### config.mk
export PLATFORM = sky130hd
export DESIGN_NAME = pdci_top
export DESIGN_NICKNAME = d
export VERILOG_FILES = /design/src/shared/pdci_pkg.sv /design/src/rtl/pdci_top.sv
export VERILOG_INCLUDE_DIRS = /design/src /design/src/shared
export SDC_FILE = /design/constraint.sdc
export NUM_CORES = 1
export LEC_CHECK = 0
export ABC_AREA = 1
export BUFFER_PORTS_ARGS = -buffer_cell sky130_fd_sc_hd__clkbuf_2
export CORE_UTILIZATION = 35
export DETAILED_ROUTE_END_ITERATION = 12
export GPL_TIMING_DRIVEN = 1
export HOLD_SLACK_MARGIN = 0.15
export PLACE_DENSITY = 0.55
export SLEW_MARGIN = 20
export SYNTH_ARGS = -nofsm -noshare
export SYNTH_HDL_FRONTEND = slang
export SYNTH_SLANG_ARGS = --single-unit
### constraint.sdc
create_clock -name i_clock -period 3.7 [get_ports i_clock]
set_input_delay 0.74 -clock i_clock [delete_from_list [all_inputs] [get_ports i_clock]]
set_output_delay 0.74 -clock i_clock [all_outputs]
set_load 0.005 [all_outputs]
### src/shared/pdci_defines.svh
// Offsets, field positions, reset values and timing counts of the powered-device
// sequencer. Assumes a 200 MHz core clock and 32-bit APB data words.
`ifndef PDCI_DEFINES_SVH
`define PDCI_DEFINES_SVH

`define PDCI_ADDR_W 8
`define PDCI_OFS_CTRL 8'h00
`define PDCI_OFS_STAT 8'h04
`define PDCI_CTRL_EN_BIT 0
`define PDCI_CTRL_RST 1'b1
`define PDCI_CLK_MHZ 200
`define PDCI_INR_DEL_US 81500
`define PDCI_FLT_QUAL_US 1650
`define PDCI_IND_DEL_US 24000
`define PDCI_INR_DEL_CYC (`PDCI_INR_DEL_US * `PDCI_CLK_MHZ)
`define PDCI_FLT_QUAL_CYC (`PDCI_FLT_QUAL_US * `PDCI_CLK_MHZ)
`define PDCI_IND_DEL_CYC (`PDCI_IND_DEL_US * `PDCI_CLK_MHZ)
`define PDCI_CNT_W 25
`define PDCI_EVT_MAX 3'h5
`define PDCI_EVT_FIRST_LAST 3'h2

`endif

### src/shared/pdci_pkg.sv
// Types of the powered-device sequencer: bus carriers, pins and state.
// Assumes the widths in pdci_defines.svh.
package pdci_pkg;

  typedef enum logic [1:0] {ST_OFF, ST_INRUSH, ST_POWERED, ST_AUX} pdci_state_e;

  typedef struct packed {
    logic psel;
    logic penable;
    logic pwrite;
    logic [7:0] paddr;
    logic [31:0] pwdata;
  } pdci_apb_req_t;

  typedef struct packed {
    logic [31:0] prdata;
    logic pready;
    logic pslverr;
  } pdci_apb_rsp_t;

  // Qualified comparator levels from the analog front end.
  typedef struct packed {
    logic thermal_shdn;
    logic bias_out_uvlo;
    logic bias_feed_in;
    logic pse_type34;
    logic rtn_fault;
    logic inrush_cur_low;
    logic detect_disable_pin_low;
    logic aux_power_detect_in;
    logic vdd_above_ind;
    logic vdd_above_uvlo;
    logic vdd_above_mark;
    logic vdd_cls_win;
    logic vdd_det_win;
  } pdci_pin_t;

  // One tri-state pin: value and active-low output enable.
  typedef struct packed {
    logic val;
    logic oe_n;
  } pdci_pad_t;

  typedef struct packed {
    logic class_res_first;
    logic class_res_later;
    logic detect_signature_res;
    logic class_reg_en;
    logic pass_switch_en;
    logic inrush_limit_en;
    pdci_pad_t converter_enable_out;
    pdci_pad_t power_tier_hi_out;
    pdci_pad_t power_tier_lo_out;
    pdci_pad_t pse_type_out_n;
  } pdci_out_t;

  typedef struct packed {
    logic [12:0] s1;
    logic [12:0] s2;
    logic [12:0] s3;
    logic [12:0] flt;
    pdci_state_e state;
    logic [2:0] count;
    logic type34;
    logic cls_prev;
    logic [24:0] inr_cnt;
    logic [24:0] flt_cnt;
    logic [24:0] ind_cnt;
    logic waive;
    logic ind_on;
    logic sw_en;
    pdci_apb_rsp_t rsp;
    pdci_out_t out;
  } pdci_regs_t;

endpackage

### src/rtl/pdci_top.sv
// Control logic of a powered-device interface: detection and class windows,
// class event counting, inrush sequencing and the three latched indicators.
// Assumes front-end comparator levels arrive asynchronously on i_pins and
// that software reaches the control and status words over APB.
//
// Added by the designer: the APB register port and the register offsets.
`timescale 1ns/100ps
`include "pdci_defines.svh"

module pdci_top #(
  parameter logic [24:0] INR_DEL_CYC = 25'(`PDCI_INR_DEL_CYC),
  parameter logic [24:0] FLT_QUAL_CYC = 25'(`PDCI_FLT_QUAL_CYC),
  parameter logic [24:0] IND_DEL_CYC = 25'(`PDCI_IND_DEL_CYC)
) (
  // Clock and reset.
  input wire logic i_clock,
  input wire logic i_rstn,
  // Register bus.
  input wire pdci_pkg::pdci_apb_req_t i_apb,
  output pdci_pkg::pdci_apb_rsp_t o_apb,
  // Front-end comparator levels.
  input wire pdci_pkg::pdci_pin_t i_pins,
  // Switch, resistor and indicator controls.
  output pdci_pkg::pdci_out_t o_ctl
);

  pdci_pkg::pdci_regs_t q;
  pdci_pkg::pdci_regs_t d;
  pdci_pkg::pdci_pin_t p;
  logic take;
  logic off_req;
  logic blank;
  logic cls_ok;
  logic [2:0] cnt_next;
  logic [1:0] tiers;

  // Filtered pin view used by all logic below.
  assign p = pdci_pkg::pdci_pin_t'(q.flt);

  // Next-state logic for the whole block.
  always_comb begin
    d = q;
    take = 1'b0;
    off_req = 1'b0;
    blank = 1'b0;
    cls_ok = 1'b0;
    cnt_next = q.count;
    tiers = 2'b11;

    // Three-stage synchroniser; a level counts once stages two and three agree.
    d.s1 = i_pins;
    d.s2 = q.s1;
    d.s3 = q.s2;
    for (int i = 0; i < 13; i++) begin
      if (q.s2[i] == q.s3[i]) begin
        d.flt[i] = q.s3[i];
      end
    end

    // APB slave: one wait state, answer registered.
    take = i_apb.psel && i_apb.penable && !q.rsp.pready;
    d.rsp.pready = take;
    d.rsp.pslverr = 1'b0;
    d.rsp.prdata = 32'h0;
    if (take) begin
      case (i_apb.paddr)
        `PDCI_OFS_CTRL: begin
          d.rsp.prdata = {31'h0, q.sw_en};
        end
        `PDCI_OFS_STAT: begin
          d.rsp.prdata = {10'h0, q.flt, 1'b0, q.ind_on, q.waive, q.type34,
                          q.count, q.state};
        end
        default: begin
          d.rsp.pslverr = 1'b1;
        end
      endcase
    end

    // A write lands at the edge at which the master samples pready high.
    if (i_apb.psel && i_apb.penable && q.rsp.pready && i_apb.pwrite &&
        (i_apb.paddr == `PDCI_OFS_CTRL)) begin
      d.sw_en = i_apb.pwdata[`PDCI_CTRL_EN_BIT];
    end

    // Class events are counted only outside powered operation.
    cls_ok = p.vdd_cls_win && !p.aux_power_detect_in && (q.state == pdci_pkg::ST_OFF);
    d.cls_prev = cls_ok;
    if (cls_ok && !q.cls_prev) begin
      // One count per window entry, stopping at five.
      if (q.count != `PDCI_EVT_MAX) begin
        cnt_next = q.count + 3'h1;
      end
      d.count = cnt_next;
      d.type34 = p.pse_type34;
    end

    // Power-down conditions common to the inrush and powered states; aux ignores them.
    off_req = !p.vdd_above_uvlo || p.detect_disable_pin_low || p.thermal_shdn ||
              !q.sw_en;

    // Sequencer.
    case (q.state)
      pdci_pkg::ST_OFF: begin
        if (p.aux_power_detect_in && p.vdd_above_mark) begin
          d.state = pdci_pkg::ST_AUX;
        end else if (!off_req) begin
          // Input above undervoltage: start inrush with full minimum delay.
          d.state = pdci_pkg::ST_INRUSH;
          d.inr_cnt = 25'h0;
          d.waive = 1'b0;
        end
      end
      pdci_pkg::ST_INRUSH: begin
        if (q.inr_cnt != INR_DEL_CYC) begin
          d.inr_cnt = q.inr_cnt + 25'h1;
        end
        if (p.aux_power_detect_in) begin
          d.state = pdci_pkg::ST_AUX;
        end else if (off_req) begin
          d.state = pdci_pkg::ST_OFF;
        end else if (p.inrush_cur_low && (q.waive || q.inr_cnt == INR_DEL_CYC)) begin
          // Both end conditions met; fault re-entry skips the delay.
          d.state = pdci_pkg::ST_POWERED;
          d.flt_cnt = 25'h0;
          d.ind_cnt = 25'h0;
        end
      end
      pdci_pkg::ST_POWERED: begin
        if (p.rtn_fault) begin
          if (q.flt_cnt != FLT_QUAL_CYC) begin
            d.flt_cnt = q.flt_cnt + 25'h1;
          end
        end else begin
          d.flt_cnt = 25'h0;
        end
        if (p.aux_power_detect_in) begin
          d.state = pdci_pkg::ST_AUX;
        end else if (off_req) begin
          d.state = pdci_pkg::ST_OFF;
        end else if (p.rtn_fault && q.flt_cnt == FLT_QUAL_CYC) begin
          // Return pin held high too long: back to inrush, delay waived.
          d.state = pdci_pkg::ST_INRUSH;
          d.waive = 1'b1;
          d.inr_cnt = 25'h0;
        end
      end
      pdci_pkg::ST_AUX: begin
        if (!p.aux_power_detect_in) begin
          d.state = pdci_pkg::ST_OFF;
        end
      end
      default: begin
        d.state = pdci_pkg::ST_OFF;
      end
    endcase

    // Indicator delay runs only after converter release with the bias feed up;
    // the same start covers a feed that was present before inrush ended.
    blank = p.thermal_shdn || p.bias_out_uvlo || !p.vdd_above_ind;
    if (q.state != pdci_pkg::ST_POWERED || blank || !p.bias_feed_in) begin
      d.ind_cnt = 25'h0;
      d.ind_on = 1'b0;
    end else if (q.ind_cnt == IND_DEL_CYC) begin
      d.ind_on = 1'b1;
    end else begin
      d.ind_cnt = q.ind_cnt + 25'h1;
    end

    // Below mark-reset the class count, type, indicator and state are forgotten.
    if (!p.vdd_above_mark) begin
      d.count = 3'h0;
      d.type34 = 1'b0;
      d.ind_on = 1'b0;
      d.ind_cnt = 25'h0;
      d.state = pdci_pkg::ST_OFF;
    end

    // Class resistor selection inside the class window only, using the count that
    // includes the event now starting, so event three never sees the first resistor.
    d.out.class_res_first = cls_ok && (cnt_next <= `PDCI_EVT_FIRST_LAST);
    d.out.class_res_later = cls_ok && (cnt_next > `PDCI_EVT_FIRST_LAST);
    d.out.class_reg_en = cls_ok && !p.detect_disable_pin_low;
    // Detection resistor only inside the detection window.
    d.out.detect_signature_res = p.vdd_det_win && (q.state == pdci_pkg::ST_OFF);

    // Pass switch and limit follow the sequencer state.
    d.out.pass_switch_en = (q.state == pdci_pkg::ST_INRUSH) ||
                           (q.state == pdci_pkg::ST_POWERED);
    d.out.inrush_limit_en = (q.state == pdci_pkg::ST_INRUSH);

    // Converter enable: pulled low in inrush, released otherwise.
    d.out.converter_enable_out.val = 1'b0;
    d.out.converter_enable_out.oe_n = (q.state != pdci_pkg::ST_INRUSH);

    // Tier encoding from the granted event count.
    case (q.count)
      3'h2, 3'h3: tiers = 2'b10;
      3'h4: tiers = 2'b01;
      3'h5: tiers = 2'b00;
      default: tiers = 2'b11;
    endcase

    // Indicators drive the retained state while enabled.
    d.out.power_tier_hi_out.val = tiers[1];
    d.out.power_tier_lo_out.val = tiers[0];
    d.out.pse_type_out_n.val = !q.type34;
    d.out.power_tier_hi_out.oe_n = !q.ind_on;
    d.out.power_tier_lo_out.oe_n = !q.ind_on;
    d.out.pse_type_out_n.oe_n = !q.ind_on;

    // Auxiliary power overrides the indicator pins.
    if (q.state == pdci_pkg::ST_AUX) begin
      d.out.power_tier_hi_out.val = 1'b0;
      d.out.power_tier_hi_out.oe_n = 1'b0;
      d.out.power_tier_lo_out.oe_n = 1'b1;
      d.out.pse_type_out_n.oe_n = 1'b1;
      d.out.converter_enable_out.oe_n = 1'b1;
    end
  end

  // State register; pads start released and switches open.
  always_ff @(posedge i_clock or negedge i_rstn) begin
    if (!i_rstn) begin
      q <= '0;
      q.state <= pdci_pkg::ST_OFF;
      q.sw_en <= `PDCI_CTRL_RST;
      q.out.converter_enable_out.oe_n <= 1'b1;
      q.out.power_tier_hi_out.oe_n <= 1'b1;
      q.out.power_tier_lo_out.oe_n <= 1'b1;
      q.out.pse_type_out_n.oe_n <= 1'b1;
    end else begin
      q <= d;
    end
  end

  // Outputs straight from the state register.
  assign o_apb = q.rsp;
  assign o_ctl = q.out;

endmodule

==> impl_metrics.toml <==
[run_status]
status = "finished clean"

[clocking]
clock_latency_ns = 0.43
htree_num_levels = 4
clk_path_buf_depth = 2
cts_resized = 0
cts_root_buf = "clkbuf_16"
hold_buffers = 0
cts_setup_buffers = 0
path_clk_slew_ns = 0.07
cts_tree = "yes"
clock_sinks = 172
cts_buffers = 17

[routing]
wl_met3_um = 633
dr.pass1.iters = 5
wl_met1_mm = 9.58
vias_per_cell = 4.61
wl_mm = 19.0
drcViolationCount = 0
wl_per_cell_um = 13.0
highest_layer = "met4"
dr.first_iter.drc_count = 442
met2_wirelength_mm = 8.62
via_count = 6760
ant_nets = 0

[worst_setup_path]
critical-path-max-stage-delay_ns = 0.45
end_kind = "register"
required_ns = 4.07
cp_max_fo = 13
timing_worst_setup_path_type = "reg -> reg"
cpMostUsedCell = "nand2_1"
path_cells = "inv_1 -> ha_1 -> nand2_1 -> inv_1 -> o21ai_0 -> nand2_1 -> o21ai_0 -> nand3b_1 -> nand2_1"
cp-start-kind = "register"
crit_slowest_cell = "dfrtp_1"
worst-endpoint-arrival_ns = 2.89

[synthesis]
synth-xor-area-share = 0.0268
synth_common_cells = "nand2_1 (308), dfrtp_1 (168), nor2_1 (160)"
yosysTopAreaCell = "dfrtp_1"
synth_cell_type_count = 36
yosysTopAreaCellShare = 0.476
synth_warnings = 0
synth_edf_count = 0
synth_top_family_by_area = "simple AND/OR/NAND/NOR gates"
synthFlopType = "dfrtp_1"
synth_compound_area_frac = 0.0455
async_reset_ff_frac = 1.00
netlist_top_cells_area = "dfrtp_1 (48%), nand2_1 (13%), nor2_1 (6.8%)"
netlist_area_um2 = 8830
syn_avg_cell_area_um2 = 7.99
synth.mux.area_fraction = 0
synthCells = 1105
synth_simple_gate_area_frac = 0.301
yosysMostFrequentCell = "nand2_1"
yosysSeqAreaShare = 0.488
synth-seq-cells = 172
synthAdderAreaFrac = 0.0374

[final_layout]
num_antenna_cells = 0
nNetsFinal = 1204
layout-drive-gt1-share = 0.115
fill_cells = 2514
ff_latch_area_um2 = 4310
multi_input_area_um2 = 3670
final_cell_area_um2 = 9700
syn_to_final_growth_pct = 9.91
post-route-util = 0.396

[place]
numPortBuffers = 62
place_area_um2 = 9140
hpwl_mm = 13.6
gp_congestion = 0.878

[flow_run]
cap_violations = 0

[floorplan]
dieArea_um2 = 25900
die_x_um = 161
die_h_um = 161
num_rows = 57
design.core.area_um2 = 24500
start_util = 0.360
ioPinCount = 106

[grt]
grt_pass1_wl_mm = 32.6
antenna_found_initial = 0
track_usage = 0.157
grt_max_degree = 69
grt_pass1_vias = 6513
gr-total-overflow = 0

[timing]
tightest_slew_ns = 0.676
final.period_utilization = 0.681
period_minus_slack_ns = 2.52
drv_slew = 0
max_freq_mhz = 397
fin_tns_setup_ns = 0
setup_viol = 0
finClkSkew_ns = 0.0124
rsz0062_at_grt = "no"
hold_viol_final = 0
max_slew_margin = 0.549

[power_and_ir_drop]
p_leak_nw = 4.32
powerDensity_nw_per_um2 = 478
p_total_mw = 4.64
ir_drop_v = 0.000244

[min_path]
hold_path.class = "in -> async"
-- metrics by stage --
stage | instances | hold WS (ns) | worst slack [ns]
after floorplan | 1116 | 0.331 | 1.98
after global placement | 1435 | 0.332 | 1.16
after detailed placement | 1435 | 0.336 | 1.18
after CTS | 1467 | 0.319 | 1.16
after global routing | 1467 | 0.350 | 0.977
final | 1467 | 0.301 | 1.18
-- per-layer routing --
metal,vias up,track usage
li1,3486,-
met1,3150,0.222
met2,110,0.245
met3,14,0.0269
met4,0,0.0510
met5,-,0
-- critical path, delay by kind of cell (launching register included) --
kind                       cells  cell delay (ns)
and+or+nand+nor                4             0.73
adders and majority gates      1             0.44
AOI/OAI and AO/OA              2             0.27
DFF                            1             0.45
buffers and inverters          2             0.56
-- cells in the final DEF, fill, tap and decap left out, types with 3 or more instances in the layout --
master and count:
nand2_1 308, nor3_2 4, nand3b_1 5, o21ai_2 3, inv_8 6, maj3_1 13, clkinvlp_4 4, nand4_1 18
ha_1 16, inv_1 95, nor3_1 32, o21ai_0 27, nand3_1 82, conb_1 12, nor2_1 160, nor2_2 8
clkbuf_16 17, or2_2 4, nor4_1 3, buf_4 6, xnor2_1 6, o21ai_1 12, a21oi_1 23, dfrtp_1 168
clkbuf_2 61, inv_2 4, dfstp_2 4, xor2_1 21
-- registers in the layout, summed over array words and instances (netlist names) --
name	count
q	98
p	13
d	26
o_ctl	12
o_apb	23
-- cell type report --
| cell class | instances | share of cell area |
|---|---|---|
| sequential | 172 | 0.444 |
| clock inverter | 14 | 0.0133 |
| timing repair buffer | 69 | 0.0393 |
| multi-input combinational | 771 | 0.378 |
| tap | 324 | 0.0418 |
| clock buffer | 18 | 0.0453 |
| inverter | 99 | 0.0383 |
-- path summary, 6_finish.rpt --
kind | slack, ns | cells after the start | start | end
min | 0.30 | 1 | i_rstn | d[152]$_DFF_PN0_
max in group asynchronous | 2.60 | 2 | i_rstn | o_ctl[4]$_DFF_PN1_
max | 1.18 | 9 | q[131]$_DFFE_PN0P_ | q[87]$_DFFE_PN0P_
min reg2reg | 0.35 | 0 | d[163]$_DFF_PN0_ | d[150]$_DFF_PN0_
min in group i_clock | 0.35 | 0 | d[163]$_DFF_PN0_ | d[150]$_DFF_PN0_
max reg2reg | 1.18 | 9 | q[131]$_DFFE_PN0P_ | q[87]$_DFFE_PN0P_
-- report_power, final --
group | switching [mW] | leakage, nW | internal [mW]
Sequential | 0.0773 | 2.24 | 1.98
Clock | 0.824 | 0.271 | 0.908
Combinational | 0.639 | 1.80 | 0.204
-- kinds of logic (layout without fill, tap and decap cells) --
group	after synthesis	count (layout)
AND/OR/NAND/NOR	629	629
XOR/XNOR	27	27
flip-flops	172	172
buffers and inverters	173	200
AO/OA/AOI/OAI	74	74
adder cells (fa/ha/maj)	29	29
other	1	12
Power figures use the tool's default switching activity.
